<file path="src/core/cpu_ack_defs.svh">
/*
  Constants of the per-processor acknowledge and priority-drop block:
  register offsets, field positions, reset values and special identifiers.
  Assumes inclusion by bare name from the package and the design module.
*/
`ifndef CPU_ACK_DEFS_SVH
`define CPU_ACK_DEFS_SVH

// Register byte offsets on the plain register port
`define OFS_ACK_GROUP0        8'h00
`define OFS_ACK_GROUP1        8'h04
`define OFS_ACK_NONMASKABLE   8'h08
`define OFS_END_OF_IRQ_GROUP0 8'h0C
`define OFS_END_OF_IRQ_GROUP1 8'h10
`define OFS_TOP_PENDING_GROUP0 8'h14
`define OFS_TOP_PENDING_GROUP1 8'h18
`define OFS_RUNNING_PRIORITY  8'h1C
`define OFS_CONTROL           8'h20
`define OFS_DEACTIVATE        8'h24

// Control register fields
`define CTRL_GRP0_EN_BIT      0
`define CTRL_GRP1_EN_BIT      1
`define CTRL_SPLIT_BIT        2
`define CTRL_SPLIT_TOP_BIT    3
`define CTRL_NMI_EN_BIT       4
`define CTRL_PMASK_LSB        8
`define CTRL_PMASK_MSB        15
`define CTRL_RESET            32'h0000_0000

// Identifier space
`define ID_W                  24
`define ID_SPECIAL_SEC_G1     24'h0003FC
`define ID_SPECIAL_NS_G1      24'h0003FD
`define ID_SPURIOUS           24'h0003FF
`define ID_RESERVED_LO        24'h0003FC
`define ID_RESERVED_HI        24'h0003FF
`define ID_SGI_LIMIT          24'h000010
`define ID_LPI_BASE           24'h002000
`define ID_LIMIT              24'h010000

// Priorities, active stack and top exception level
`define PRIO_IDLE             8'hFF
`define STACK_DEPTH           8
`define TOP_EL                2'h3

`endif

</file>
<file path="src/core/cpu_ack_pkg.sv">
/*
  Types of the per-processor acknowledge and priority-drop block.
  Assumes cpu_ack_defs.svh is on the include path.
*/
`include "cpu_ack_defs.svh"

package cpu_ack_pkg;

  // Group of an interrupt as reported by the distribution logic
  typedef enum logic [1:0] {GRP0, GRP1_SEC, GRP1_NS} grp_t;

  // One acknowledged interrupt awaiting its priority drop
  typedef struct packed {
    logic [7:0]         prio;
    logic [`ID_W-1:0]   id;
    grp_t               grp;
    logic               locality_specific_interrupt;
  } act_entry_t;

  // Whole state of the block
  typedef struct packed {
    act_entry_t [`STACK_DEPTH-1:0] stack;
    logic [3:0]                    depth;
    logic [31:0]                   rdata;
    logic                          grp0_en;
    logic                          grp1_en;
    logic                          split_deactivate_mode;
    logic                          split_deactivate_mode_top_level;
    logic                          nonmaskable_enable;
    logic [7:0]                    prio_mask;
    logic                          ack_valid;
    logic [`ID_W-1:0]              ack_id;
    logic                          ack_set_active;
    logic                          ack_keep_pending;
    logic                          ack_local_only;
    logic                          deact_valid;
    logic [`ID_W-1:0]              deact_id;
  } state_t;

endpackage

</file>
<file path="src/core/cpu_interface_ack_and_priority_drop.sv">
/*
  Per-processor physical interrupt interface: acknowledge, running priority,
  priority drop in last-in-first-out order, and deactivation requests.
  Assumes the distribution logic presents the top pending interrupt on the
  hp_* inputs, synchronous to core_clk_in, and acts on the ack_* and deact_*
  pulses one cycle after the register access that caused them.
*/
`timescale 1ns/100ps
`include "cpu_ack_defs.svh"

// Functional notes
// - Acknowledge sets running priority to that interrupt; non-LOCALITY_SPECIFIC_INTERRUPT ones become active.
// - Priority drop restores the running priority held before that acknowledge.
// - Deactivation clears active state so a pending one re-signals; LPIs need none.
// - Deactivation either joins the priority drop or waits for a separate write.
// - Request the processor only if group enabled and priority beats mask and running.
// - Top pending query registers return the identifier without changing state.
// - Running priority register shows the top undropped active priority.
// - LOCALITY_SPECIFIC_INTERRUPT acknowledge clears pending in redistribution and keeps no active state.
// - Non-LOCALITY_SPECIFIC_INTERRUPT acknowledge gives active-and-pending if re-triggered, else active only.
// - After acknowledge, request stays only for a preempting interrupt, else drops.
// - Separate acknowledge registers for group 0, group 1 and non-maskable.
// - Acknowledge returns the identifier when signallable, else a special identifier.
// - Every acknowledged interrupt updates the active priority tracking.
// - Secure top-level read of group 0 acknowledge names the needed state transition.
// - Non-maskable enable clear: group 1 serves all, non-maskable register undefined.
// - Enable set: each register returns special when the top mismatches its kind.
// - SOFTWARE_GENERATED_INTERRUPT acknowledge clears pending for this processor only.
// - Valid end-of-interrupt write to the matching group register drops priority.
// - Reserved, unsupported, or mismatching end-of-interrupt writes are ignored.
// - Acknowledge state changes need only be visible after a barrier.
// - After a drop running priority is next undropped active, or idle 0xFF.
// - Split mode bit of current level: 0 drop and deactivate, 1 drop only.
module cpu_interface_ack_and_priority_drop
  import cpu_ack_pkg::*;
(
  input  wire logic             core_clk_in,
  input  wire logic             srst_in,
  input  wire logic [7:0]       addr_in,
  input  wire logic [31:0]      wdata_in,
  input  wire logic             wr_in,
  input  wire logic             rd_in,
  output logic      [31:0]      rdata_out,
  input  wire logic [1:0]       el_in,
  input  wire logic             nonsecure_state_bit_in,
  input  wire logic             hp_valid_in,
  input  wire logic [`ID_W-1:0] hp_id_in,
  input  wire logic [7:0]       hp_prio_in,
  input  wire grp_t             hp_grp_in,
  input  wire logic             hp_nmi_in,
  input  wire logic             hp_retrigger_in,
  output logic                  irq_req_out,
  output logic                  ack_valid_out,
  output logic      [`ID_W-1:0] ack_id_out,
  output logic                  ack_set_active_out,
  output logic                  ack_keep_pending_out,
  output logic                  ack_local_only_out,
  output logic                  deact_valid_out,
  output logic      [`ID_W-1:0] deact_id_out
);

  state_t           state;
  state_t           next_state;
  logic [2:0]       top_idx;
  act_entry_t       top;
  logic [7:0]       run_prio;
  logic             grp_en;
  logic             can_signal;
  logic             hp_lpi;
  logic             top_el;
  logic             sec_top_el;
  logic             split_now;
  logic             stack_full;
  logic [`ID_W-1:0] wr_id;
  logic             wr_id_ok;
  logic             eoi_wr;
  logic             eoi_valid;
  logic             ack_take;
  logic [`ID_W-1:0] ack_answer;
  logic [7:0]       below_prio;

  // Top of the active stack and the running priority derived from it
  assign top_idx  = state.depth[2:0] - 3'h1;
  assign top      = state.stack[top_idx];
  assign run_prio = (state.depth == 4'h0) ? `PRIO_IDLE : top.prio;

  // Priority that runs after a drop: the entry below the top, or idle
  assign below_prio = (state.depth < 4'h2) ? `PRIO_IDLE : state.stack[top_idx - 3'h1].prio;

  // Signalling decision toward the processor
  assign grp_en     = (hp_grp_in == GRP0) ? state.grp0_en : state.grp1_en;
  assign can_signal = hp_valid_in && grp_en && (hp_prio_in < state.prio_mask)
                      && (hp_prio_in < run_prio);
  assign irq_req_out = can_signal;
  // Identifiers from the LOCALITY_SPECIFIC_INTERRUPT base up carry no active state
  assign hp_lpi      = (hp_id_in >= `ID_LPI_BASE);

  // Exception level and mode selection
  assign top_el     = (el_in == `TOP_EL);
  assign sec_top_el = top_el && !nonsecure_state_bit_in;
  assign split_now  = top_el ? state.split_deactivate_mode_top_level
                             : state.split_deactivate_mode;
  assign stack_full = (state.depth == 4'(`STACK_DEPTH));

  // Identifier carried by a write and its validity
  assign wr_id    = wdata_in[`ID_W-1:0];
  assign wr_id_ok = !((wr_id >= `ID_RESERVED_LO) && (wr_id <= `ID_RESERVED_HI))
                    && (wr_id < `ID_LIMIT);
  assign eoi_wr   = wr_in && ((addr_in == `OFS_END_OF_IRQ_GROUP0) || (addr_in == `OFS_END_OF_IRQ_GROUP1));
  assign eoi_valid = eoi_wr && wr_id_ok && (state.depth != 4'h0) && (wr_id == top.id)
                     && ((addr_in == `OFS_END_OF_IRQ_GROUP0) == (top.grp == GRP0));

  // Acknowledge decision for the three acknowledge registers
  always_comb begin
    ack_take   = 1'b0;
    ack_answer = `ID_SPURIOUS;
    // A full stack refuses the acknowledge and answers spurious
    if (rd_in && can_signal && !stack_full) begin
      unique case (addr_in)
        `OFS_ACK_GROUP0: begin
          if (hp_grp_in == GRP0) begin
            ack_take   = 1'b1;
            ack_answer = hp_id_in;
          end else if (sec_top_el) begin
            ack_answer = (hp_grp_in == GRP1_SEC) ? `ID_SPECIAL_SEC_G1 : `ID_SPECIAL_NS_G1;
          end
        end
        `OFS_ACK_GROUP1: begin
          if (hp_grp_in != GRP0 && !(state.nonmaskable_enable && hp_nmi_in)) begin
            ack_take   = 1'b1;
            ack_answer = hp_id_in;
          end
        end
        `OFS_ACK_NONMASKABLE: begin
          if (state.nonmaskable_enable && hp_grp_in != GRP0 && hp_nmi_in) begin
            ack_take   = 1'b1;
            ack_answer = hp_id_in;
          end
        end
        default: begin
          ack_take   = 1'b0;
          ack_answer = `ID_SPURIOUS;
        end
      endcase
    end
  end

  // Next-state logic for the whole block
  always_comb begin
    next_state                = state;
    next_state.ack_valid      = 1'b0;
    next_state.deact_valid    = 1'b0;
    // Register read data, one cycle after the read strobe
    if (rd_in) begin
      unique case (addr_in)
        `OFS_ACK_GROUP0, `OFS_ACK_GROUP1, `OFS_ACK_NONMASKABLE:
          next_state.rdata = 32'(ack_answer);
        `OFS_TOP_PENDING_GROUP0:
          next_state.rdata = 32'((hp_valid_in && hp_grp_in == GRP0) ? hp_id_in : `ID_SPURIOUS);
        `OFS_TOP_PENDING_GROUP1:
          next_state.rdata = 32'((hp_valid_in && hp_grp_in != GRP0) ? hp_id_in : `ID_SPURIOUS);
        `OFS_RUNNING_PRIORITY:
          next_state.rdata = {24'h000000, run_prio};
        `OFS_CONTROL: begin
          next_state.rdata = 32'h0000_0000;
          next_state.rdata[`CTRL_GRP0_EN_BIT]   = state.grp0_en;
          next_state.rdata[`CTRL_GRP1_EN_BIT]   = state.grp1_en;
          next_state.rdata[`CTRL_SPLIT_BIT]     = state.split_deactivate_mode;
          next_state.rdata[`CTRL_SPLIT_TOP_BIT] = state.split_deactivate_mode_top_level;
          next_state.rdata[`CTRL_NMI_EN_BIT]    = state.nonmaskable_enable;
          next_state.rdata[`CTRL_PMASK_MSB:`CTRL_PMASK_LSB] = state.prio_mask;
        end
        default:
          next_state.rdata = 32'h0000_0000;
      endcase
    end
    // Acknowledge: push onto the active stack and tell redistribution
    if (ack_take) begin
      next_state.stack[state.depth[2:0]] = '{prio: hp_prio_in, id: hp_id_in, grp: hp_grp_in, locality_specific_interrupt: hp_lpi};
      next_state.depth            = state.depth + 4'h1;
      next_state.ack_valid        = 1'b1;
      next_state.ack_id           = hp_id_in;
      next_state.ack_set_active   = !hp_lpi;
      next_state.ack_keep_pending = !hp_lpi && hp_retrigger_in;
      next_state.ack_local_only   = (hp_id_in < `ID_SGI_LIMIT);
    end
    // Priority drop pops the stack; joint deactivation when not split
    if (eoi_valid) begin
      next_state.depth = state.depth - 4'h1;
      if (!split_now && !top.locality_specific_interrupt) begin
        next_state.deact_valid = 1'b1;
        next_state.deact_id    = top.id;
      end
    end
    // Separate deactivation only in split mode, never for LPIs
    if (wr_in && addr_in == `OFS_DEACTIVATE && split_now && wr_id_ok && wr_id < `ID_LPI_BASE) begin
      next_state.deact_valid = 1'b1;
      next_state.deact_id    = wr_id;
    end
    // Control register write
    if (wr_in && addr_in == `OFS_CONTROL) begin
      next_state.grp0_en   = wdata_in[`CTRL_GRP0_EN_BIT];
      next_state.grp1_en   = wdata_in[`CTRL_GRP1_EN_BIT];
      next_state.split_deactivate_mode           = wdata_in[`CTRL_SPLIT_BIT];
      next_state.split_deactivate_mode_top_level = wdata_in[`CTRL_SPLIT_TOP_BIT];
      next_state.nonmaskable_enable              = wdata_in[`CTRL_NMI_EN_BIT];
      next_state.prio_mask = wdata_in[`CTRL_PMASK_MSB:`CTRL_PMASK_LSB];
    end
  end

  // State register; acknowledge effects are visible the next cycle, well before any barrier
  always_ff @(posedge core_clk_in) begin
    if (srst_in) begin
      // Groups off and mask zero keep the request low after reset
      state         <= '0;
      state.grp0_en <= 1'b0;
      state.grp1_en <= 1'b0;
    end else begin
      state <= next_state;
    end
  end

  // Outputs straight from flip-flops
  assign rdata_out            = state.rdata;
  assign ack_valid_out        = state.ack_valid;
  assign ack_id_out           = state.ack_id;
  assign ack_set_active_out   = state.ack_set_active;
  assign ack_keep_pending_out = state.ack_keep_pending;
  assign ack_local_only_out   = state.ack_local_only;
  assign deact_valid_out      = state.deact_valid;
  assign deact_id_out         = state.deact_id;
endmodule

</file>
<file path="config.mk">
export PLATFORM = sky130hd
export DESIGN_NAME = cpu_interface_ack_and_priority_drop
export DESIGN_NICKNAME = d
export VERILOG_FILES = /design/src/core/cpu_ack_pkg.sv /design/src/core/cpu_interface_ack_and_priority_drop.sv
export VERILOG_INCLUDE_DIRS = /design/src /design/src/core
export SDC_FILE = /design/constraint.sdc
export NUM_CORES = 1
export LEC_CHECK = 0
export ABC_AREA = 1
export CAP_MARGIN = 40
export CELL_PAD_IN_SITES_DETAIL_PLACEMENT = 1
export CELL_PAD_IN_SITES_GLOBAL_PLACEMENT = 1
export CORE_AREA = 2 2 211 213
export DETAILED_ROUTE_END_ITERATION = 8
export DIE_AREA = 0 0 213 215
export DONT_BUFFER_PORTS = 1
export PLACE_DENSITY = 0.8
export SLEW_MARGIN = 20
export SYNTH_ARGS = -nofsm -noshare
export SYNTH_HDL_FRONTEND = slang
export SYNTH_SLANG_ARGS = --single-unit
</file>
<file path="constraint.sdc">
create_clock -name core_clk_in -period 6.5 [get_ports core_clk_in]
set_input_delay 0 -clock core_clk_in [delete_from_list [all_inputs] [get_ports core_clk_in]]
set_output_delay 0 -clock core_clk_in [all_outputs]
set_load 0.01 [all_outputs]
</file>
=== Word-level counts from Yosys, hierarchy flattened ===
Cells that the tools add are included.
W data, S select, Z words.

* Register bits after elaboration: 382
* Bits of input ports: 84
* Output and inout port bits: 86
* Logic and storage cells: 150

* Add/sub/neg operators: 3
* Order comparisons: 11
* Equality and inequality tests: 14
* Multiplexer cells: 29
* Reductions and logical operators: 46

{| class="wikitable"
|+ Operators by type and width
! operator !! count
|-
| $bwmux W280 || 1
|-
| $mux W24 || 6
|-
| $pmux W24 S5 || 1
|-
| $bmux W35 S3 || 1
|-
| $demux W35 S3 || 1
|-
| $mux W25 || 3
|-
| $pmux W24 S3 || 1
|-
| $mux W35 || 2
|-
| $eq A8 B5 Y1 const B || 4
|-
| $mux W28 || 1
|-
| $logic_and A1 B1 Y1 || 27
|-
| $eq A24 B24 Y1 || 1
|-
| $ge A24 B10 Y1 const B || 1
|-
| $ge A24 B14 Y1 const B || 1
|-
| $le A24 B10 Y1 const B || 1
|-
| $lt A24 B14 Y1 const B || 1
|-
| $lt A24 B17 Y1 const B || 1
|-
| $lt A24 B5 Y1 const B || 1
|-
| $eq A8 B4 Y1 const B || 2
|-
| $eq A8 B6 Y1 const B || 2
|-
| $lt A8 B8 Y1 || 2
|-
| $eq A8 B3 Y1 const B || 1
|-
| $logic_not A8 Y1 || 1
|-
| $lt A3 B4 Y1 const B || 2
|-
| other kinds (21) || 38
|}

=== Depth between registers and ports, before layout ===
* Depth after elaboration: 11
* Mapped depth: 32
* Gate-level depth less buffers: 25

=== Worst setup path before layout ===
OpenSTA, ideal clock, no wires.

* Kind: reg-to-reg
* Start: register state[98] (netlist bit)
* End: register state[117] (netlist bit)
* Library setup time: 70 ps
* Arrival: 4433 ps
* Data required time: 6430 ps
* Slack: 1997 ps
* Cell stages (with the launch flop): 26
* Buffers on the path: 11
* Period minus slack after synthesis: 4503 ps
* Cell sequence: dfxtp_1 -> buf_4 -> inv_4 -> buf_6 -> buf_4 -> buf_2 -> buf_2 -> buf_2 -> ha_1 -> buf_2 -> clkbuf_1 -> clkbuf_1 -> o21ai_0 -> o221ai_1 -> o21ai_0 -> ha_1 -> or2_2 -> a221oi_1 -> nand4_1 -> nor2_1 -> nand4_1 -> buf_4 -> nor3_4 -> buf_6 -> nand2_1 -> a21oi_1

* Word-level cells in the longest chain between the ends: 9
* Elaborated cells between the ends (all ways): 18
* Those cells by class: add/sub: 1; order compare: 3; eq/ne: 1; mux: 7; reduce/logical: 6

{| class="wikitable"
|+ Ends and longest elaborated chain
! what !! RTL line !! source
|-
| start: declaration || cpu_interface_ack_and_priority_drop.sv:62 || <nowiki>state_t state;</nowiki>
|-
| start signal: assignment || cpu_interface_ack_and_priority_drop.sv:219 || <nowiki>state <= next_state;</nowiki>
|-
| $sub A3 B1 Y3 || cpu_interface_ack_and_priority_drop.sv:83 || <nowiki>assign top_idx = state.depth[2:0] - 3'h1;</nowiki>
|-
| $bmux W35 S3 || cpu_interface_ack_and_priority_drop.sv:84 || <nowiki>assign top = state.stack[top_idx];</nowiki>
|-
| $mux W35 (implied by the code) || cpu_interface_ack_and_priority_drop.sv:84 ||
|-
| $mux W8 || cpu_interface_ack_and_priority_drop.sv:85 || <nowiki>assign run_prio = (state.depth == 4'h0) ? `PRIO_IDLE : top.prio;</nowiki>
|-
| $lt A8 B8 Y1 || cpu_interface_ack_and_priority_drop.sv:93 || <nowiki>&& (hp_prio_in < run_prio);</nowiki>
|-
| $logic_and A1 B1 Y1 || cpu_interface_ack_and_priority_drop.sv:93 ||
|-
| $logic_and A1 B1 Y1 (2 in series) || cpu_interface_ack_and_priority_drop.sv:118 || <nowiki>if (rd_in && can_signal && !stack_full) begin</nowiki>
|-
| $mux W1 || cpu_interface_ack_and_priority_drop.sv:118 ||
|}

Parallel ways exist; a longest one is shown, timed or not. The select of a mux whose other input is x is not followed.
A chain may end at the register's enable or synchronous reset.

=== Worst setup path in the final report ===
* Start: register state[99] (netlist bit)
* End: register state (netlist bit ack_keep_pending_out)

* Word-level cells in the longest chain between the ends: 9
* Elaborated cells between the ends (all ways): 12
* Those cells by class: add/sub: 1; order compare: 1; eq/ne: 1; mux: 4; reduce/logical: 5

{| class="wikitable"
|+ Ends and longest elaborated chain
! what !! RTL line
|-
| $sub A3 B1 Y3 || cpu_interface_ack_and_priority_drop.sv:83
|-
| $bmux W35 S3 || cpu_interface_ack_and_priority_drop.sv:84
|-
| $mux W35 (implied by the code) || cpu_interface_ack_and_priority_drop.sv:84
|-
| $mux W8 || cpu_interface_ack_and_priority_drop.sv:85
|-
| $lt A8 B8 Y1 || cpu_interface_ack_and_priority_drop.sv:93
|-
| $logic_and A1 B1 Y1 || cpu_interface_ack_and_priority_drop.sv:93
|-
| $logic_and A1 B1 Y1 || cpu_interface_ack_and_priority_drop.sv:118
|-
| $logic_and A1 B1 Y1 (*) || cpu_interface_ack_and_priority_drop.sv:118
|-
| $mux W1 (*) || cpu_interface_ack_and_priority_drop.sv:118
|}

Mark *: on every way between the ends. The rest lies on a longest branch, timed or not. The select of a mux whose other input is x is not followed.

==> flow_summary.toml <==
[global_routing]
grt.overflow.total = 0
grt_max_degree = 343
grt_usage_pct = 32.9
antenna_found_initial = 6
grt_pass1_wl_mm = 115
grt_pass1_vias = 19677

[timing]
whs_ns = 0.0656
clock.fmax_mhz = 190
slew_viol_final = 0
fin_tns_setup_ns = 0
slew_headroom_pct = 44.1
worst_clock_skew_ns = 0.0275
min_period_ns = 5.26
finalSetupViolations = 0
final.period_utilization_pct = 80.9
rsz0062_at_grt = "false"
worst_pin_slew_ns = 0.839
setup_slack_ns = 1.24
hold_viol = 0

[pwr]
p_clk_share_pct = 50.9
p_switching_w = 0.00120
pwr_density_cell_mw_per_mm2 = 241
pwr-share-seq_pct = 45.2
internal-power_w = 0.00388
comb_power_share_pct = 3.9
ir_worst_vdd_mv = 0.177
switching_share_pct = 23.6
p_leak_nw = 8.07

[layout]
fin_cells = 3488
layout.nets = 2965
drive_above_1_share_pct = 4.98
final_cell_mix = "nand2_1 (1,078), a21oi_1 (405), dfxtp_1 (373), inv_1 (259), nand3_1 (195)"
final_common_cell = "nand2_1"
area_growth_pct = 9.00

[critical_path]
cp_top_family = "buffers and inverters"
slowest_stage = "dlygate4sd3_1"
path_buf_inv = 6
critPathCapture = "ack_keep_pending_out$_SDFFE_PP0P_"
critPathRequiredTime_ns = 7.05
startpoint_type = "flip-flop"
r2r-end = "ack_keep_pending_out$_SDFFE_PP0P_"
rrSetupSlack_ns = 1.24
cp.arrival_ns = 5.81
startpoint = "state[99]$_SDFFE_PP0P_"
cp_max_fo = 31
cpPeakStageDelay_ns = 0.58
path_depth = 17
crit_chain = "inv_1 > ha_2 > buf_4 > o21ai_0 > o221ai_1 > o21ai_0 > ha_1 > nand3_1 > nand4_1 > nor2_1 > buf_4 > nand4_1 > inv_2 > buf_4 > nand3_1 > a21oi_1 > dlygate4sd3_1"
critPathMostFrequentCell = "buf_4"
worstSetupPathType = "flip-flop to flip-flop"
end_kind = "flip-flop"
reg2reg_depth = 17
rr_startpoint = "state[99]$_SDFFE_PP0P_"

[clock_tree]
cts_sinks = 374
numCtsBuffers = 43
ctsHtreeMaxLevel = 2
clk_pin_slew_worst_paths_ns = 0.06
root_buffer = "clkbuf_16"
post_cts_resized = 0
cts_tree = "yes"
clk_latency_ns = 0.61
cts.path.max_buffers = 3

[job]
cap_violations = 0

[hold_path]
hold_path.class = "input pin to flip-flop"

[yosys]
async_flop_share_pct = 0
synth.yosys.seq_area_share_pct = 38.8
synth_area_sq_mm = 0.0193
ys_ff_latch = 374
ys_types = 44
ys.flop_type = "dfxtp_1"
synth_edf_count = 0
avgSynthCellArea_sq_um = 6.45
ys_warn_count = 0
synth_cells = 2992

[floorplanning]
die_y_um = 215
core_sq_mm = 0.0436
ioPinCount = 170
initial_utilization_pct = 44.2
rows = 77
die_x_um = 213
dieArea_sq_mm = 0.0458

[drt]
first_pass_iters = 5
via_count = 19775
ant_nets = 0
drtIter0Drc = 1497
postRouteWirelength_mm = 76.3
avgViaCountPerCell = 5.67
post-route-drc-count = 0
wl_per_cell_um = 21.9

[placed_design]
dp_worst_setup_slack_ns = 1.65
gp_congestion = 0.944
port_buffers = 0
dpl.cell_count = 3349
dp_hpwl_mm = 47.5

[status]
status = "complete, no violations"
[timing repair]
action | CTS | global route
endpoints found under the hold margin | 374 | 31
hold buffers | 58 | 1
setup buffers | 0 | 0
[cell type report]
class	instances	area (sq um)
multi-input cells	2070	9250
fillers	5799	22600
well taps	592	741
clock buffers	63	1250
flip-flops and latches	374	7490
inverters	273	1030
repair buffers	101	1050
diodes	3	7.51
clock inverters	12	225
[worst register-to-register path, stage by stage, from the launching register on]
cell and delay (ns):
dfxtp_1 0.44, inv_1 0.14, ha_2 0.45, buf_4 0.43, o21ai_0 0.19, o221ai_1 0.27
o21ai_0 0.37, ha_1 0.43, nand3_1 0.09, nand4_1 0.10, nor2_1 0.17, buf_4 0.22
nand4_1 0.21, inv_2 0.32, buf_4 0.44, nand3_1 0.17, a21oi_1 0.18, dlygate4sd3_1 0.58
[routing by layer]
metal  GRT usage, %  up-vias  routed length (um)
li1               -     9130                   -
met1           43.1     9715               32000
met2           52.8      741               34600
met3           6.40      185                6250
met4           13.7        4                3360
met5              0        -                  27
[power groups by stage]
stage          Clock (W)  Sequential (W)  Combinational [W]
2_1_floorplan          0         0.00234           0.000112
3_3_place_gp           0         0.00234          0.0000744
3_5_place_dp           0         0.00234          0.0000778
4_1_cts          0.00261         0.00229           0.000188
5_1_grt          0.00270         0.00229           0.000209
6_report         0.00259         0.00229           0.000197
[through the flow]
stage / util, % / area, sq um / total power (W)
floorplan: - / 19300 / 0.00246
global placement: 43.3 / 18900 / 0.00242
finish: 48.2 / 21000 / 0.00508
detailed placement: 43.3 / 18900 / 0.00242
global route: 48.2 / 21000 / 0.00520
CTS: 48.1 / 21000 / 0.00509
[synth_stat cells, types with 11 or more instances]
library cell,n,area share [%]
o22ai_1,12,0.39
inv_1,259,5.0
nand3b_1,13,0.51
nand2_1,1078,21
clkbuf_1,91,1.8
ha_1,17,1.1
o21ai_0,92,2.4
nor3_1,14,0.36
o221ai_1,11,0.50
nand4_1,23,0.75
dfxtp_1,374,39
nor2_1,162,3.2
nand3_1,195,5.1
buf_2,69,1.8
buf_4,104,4.0
a21oi_1,405,11
[cells by family after synthesis]
logic type               after synthesis  share of synthesized area, %
other                                  1                        0.0194
buffers and inverters                555                          13.6
adder cells (fa/ha/maj)               18                          1.21
flip-flops                           374                          38.8
AND/OR/NAND/NOR                     1508                          31.9
XOR/XNOR                               3                         0.175
AO/OA/AOI/OAI                        533                          14.3
[worst min path at each step]
stage                  from                                 to  slack [ns]  cells past startpoint
6_report       hp_grp_in[0]          rdata_out[0]$_SDFFE_PP0P_        0.07                      8
5_1_grt          addr_in[3]          rdata_out[8]$_SDFFE_PP0P_        0.14                      7
4_1_cts         hp_valid_in          rdata_out[8]$_SDFFE_PP0P_        0.04                      7
3_5_place_dp        srst_in    ack_set_active_out$_SDFFE_PP0P_         0.1                      1
3_3_place_gp        srst_in  ack_keep_pending_out$_SDFFE_PP0P_        0.09                      1
2_1_floorplan  wdata_in[10]             state[55]$_SDFFE_PP0P_        0.15                      2
[sequential cells by signal, indices dropped and copies added, names as in the netlist]
signal and count:
ack_keep_pending_out 1, deact_id_out 24, ack_local_only_out 1, rdata_out 24, deact_valid_out 1, ack_set_active_out 1, ack_valid_out 1, ack_id_out 24
state 297
Power figures use the tool's default switching activity.
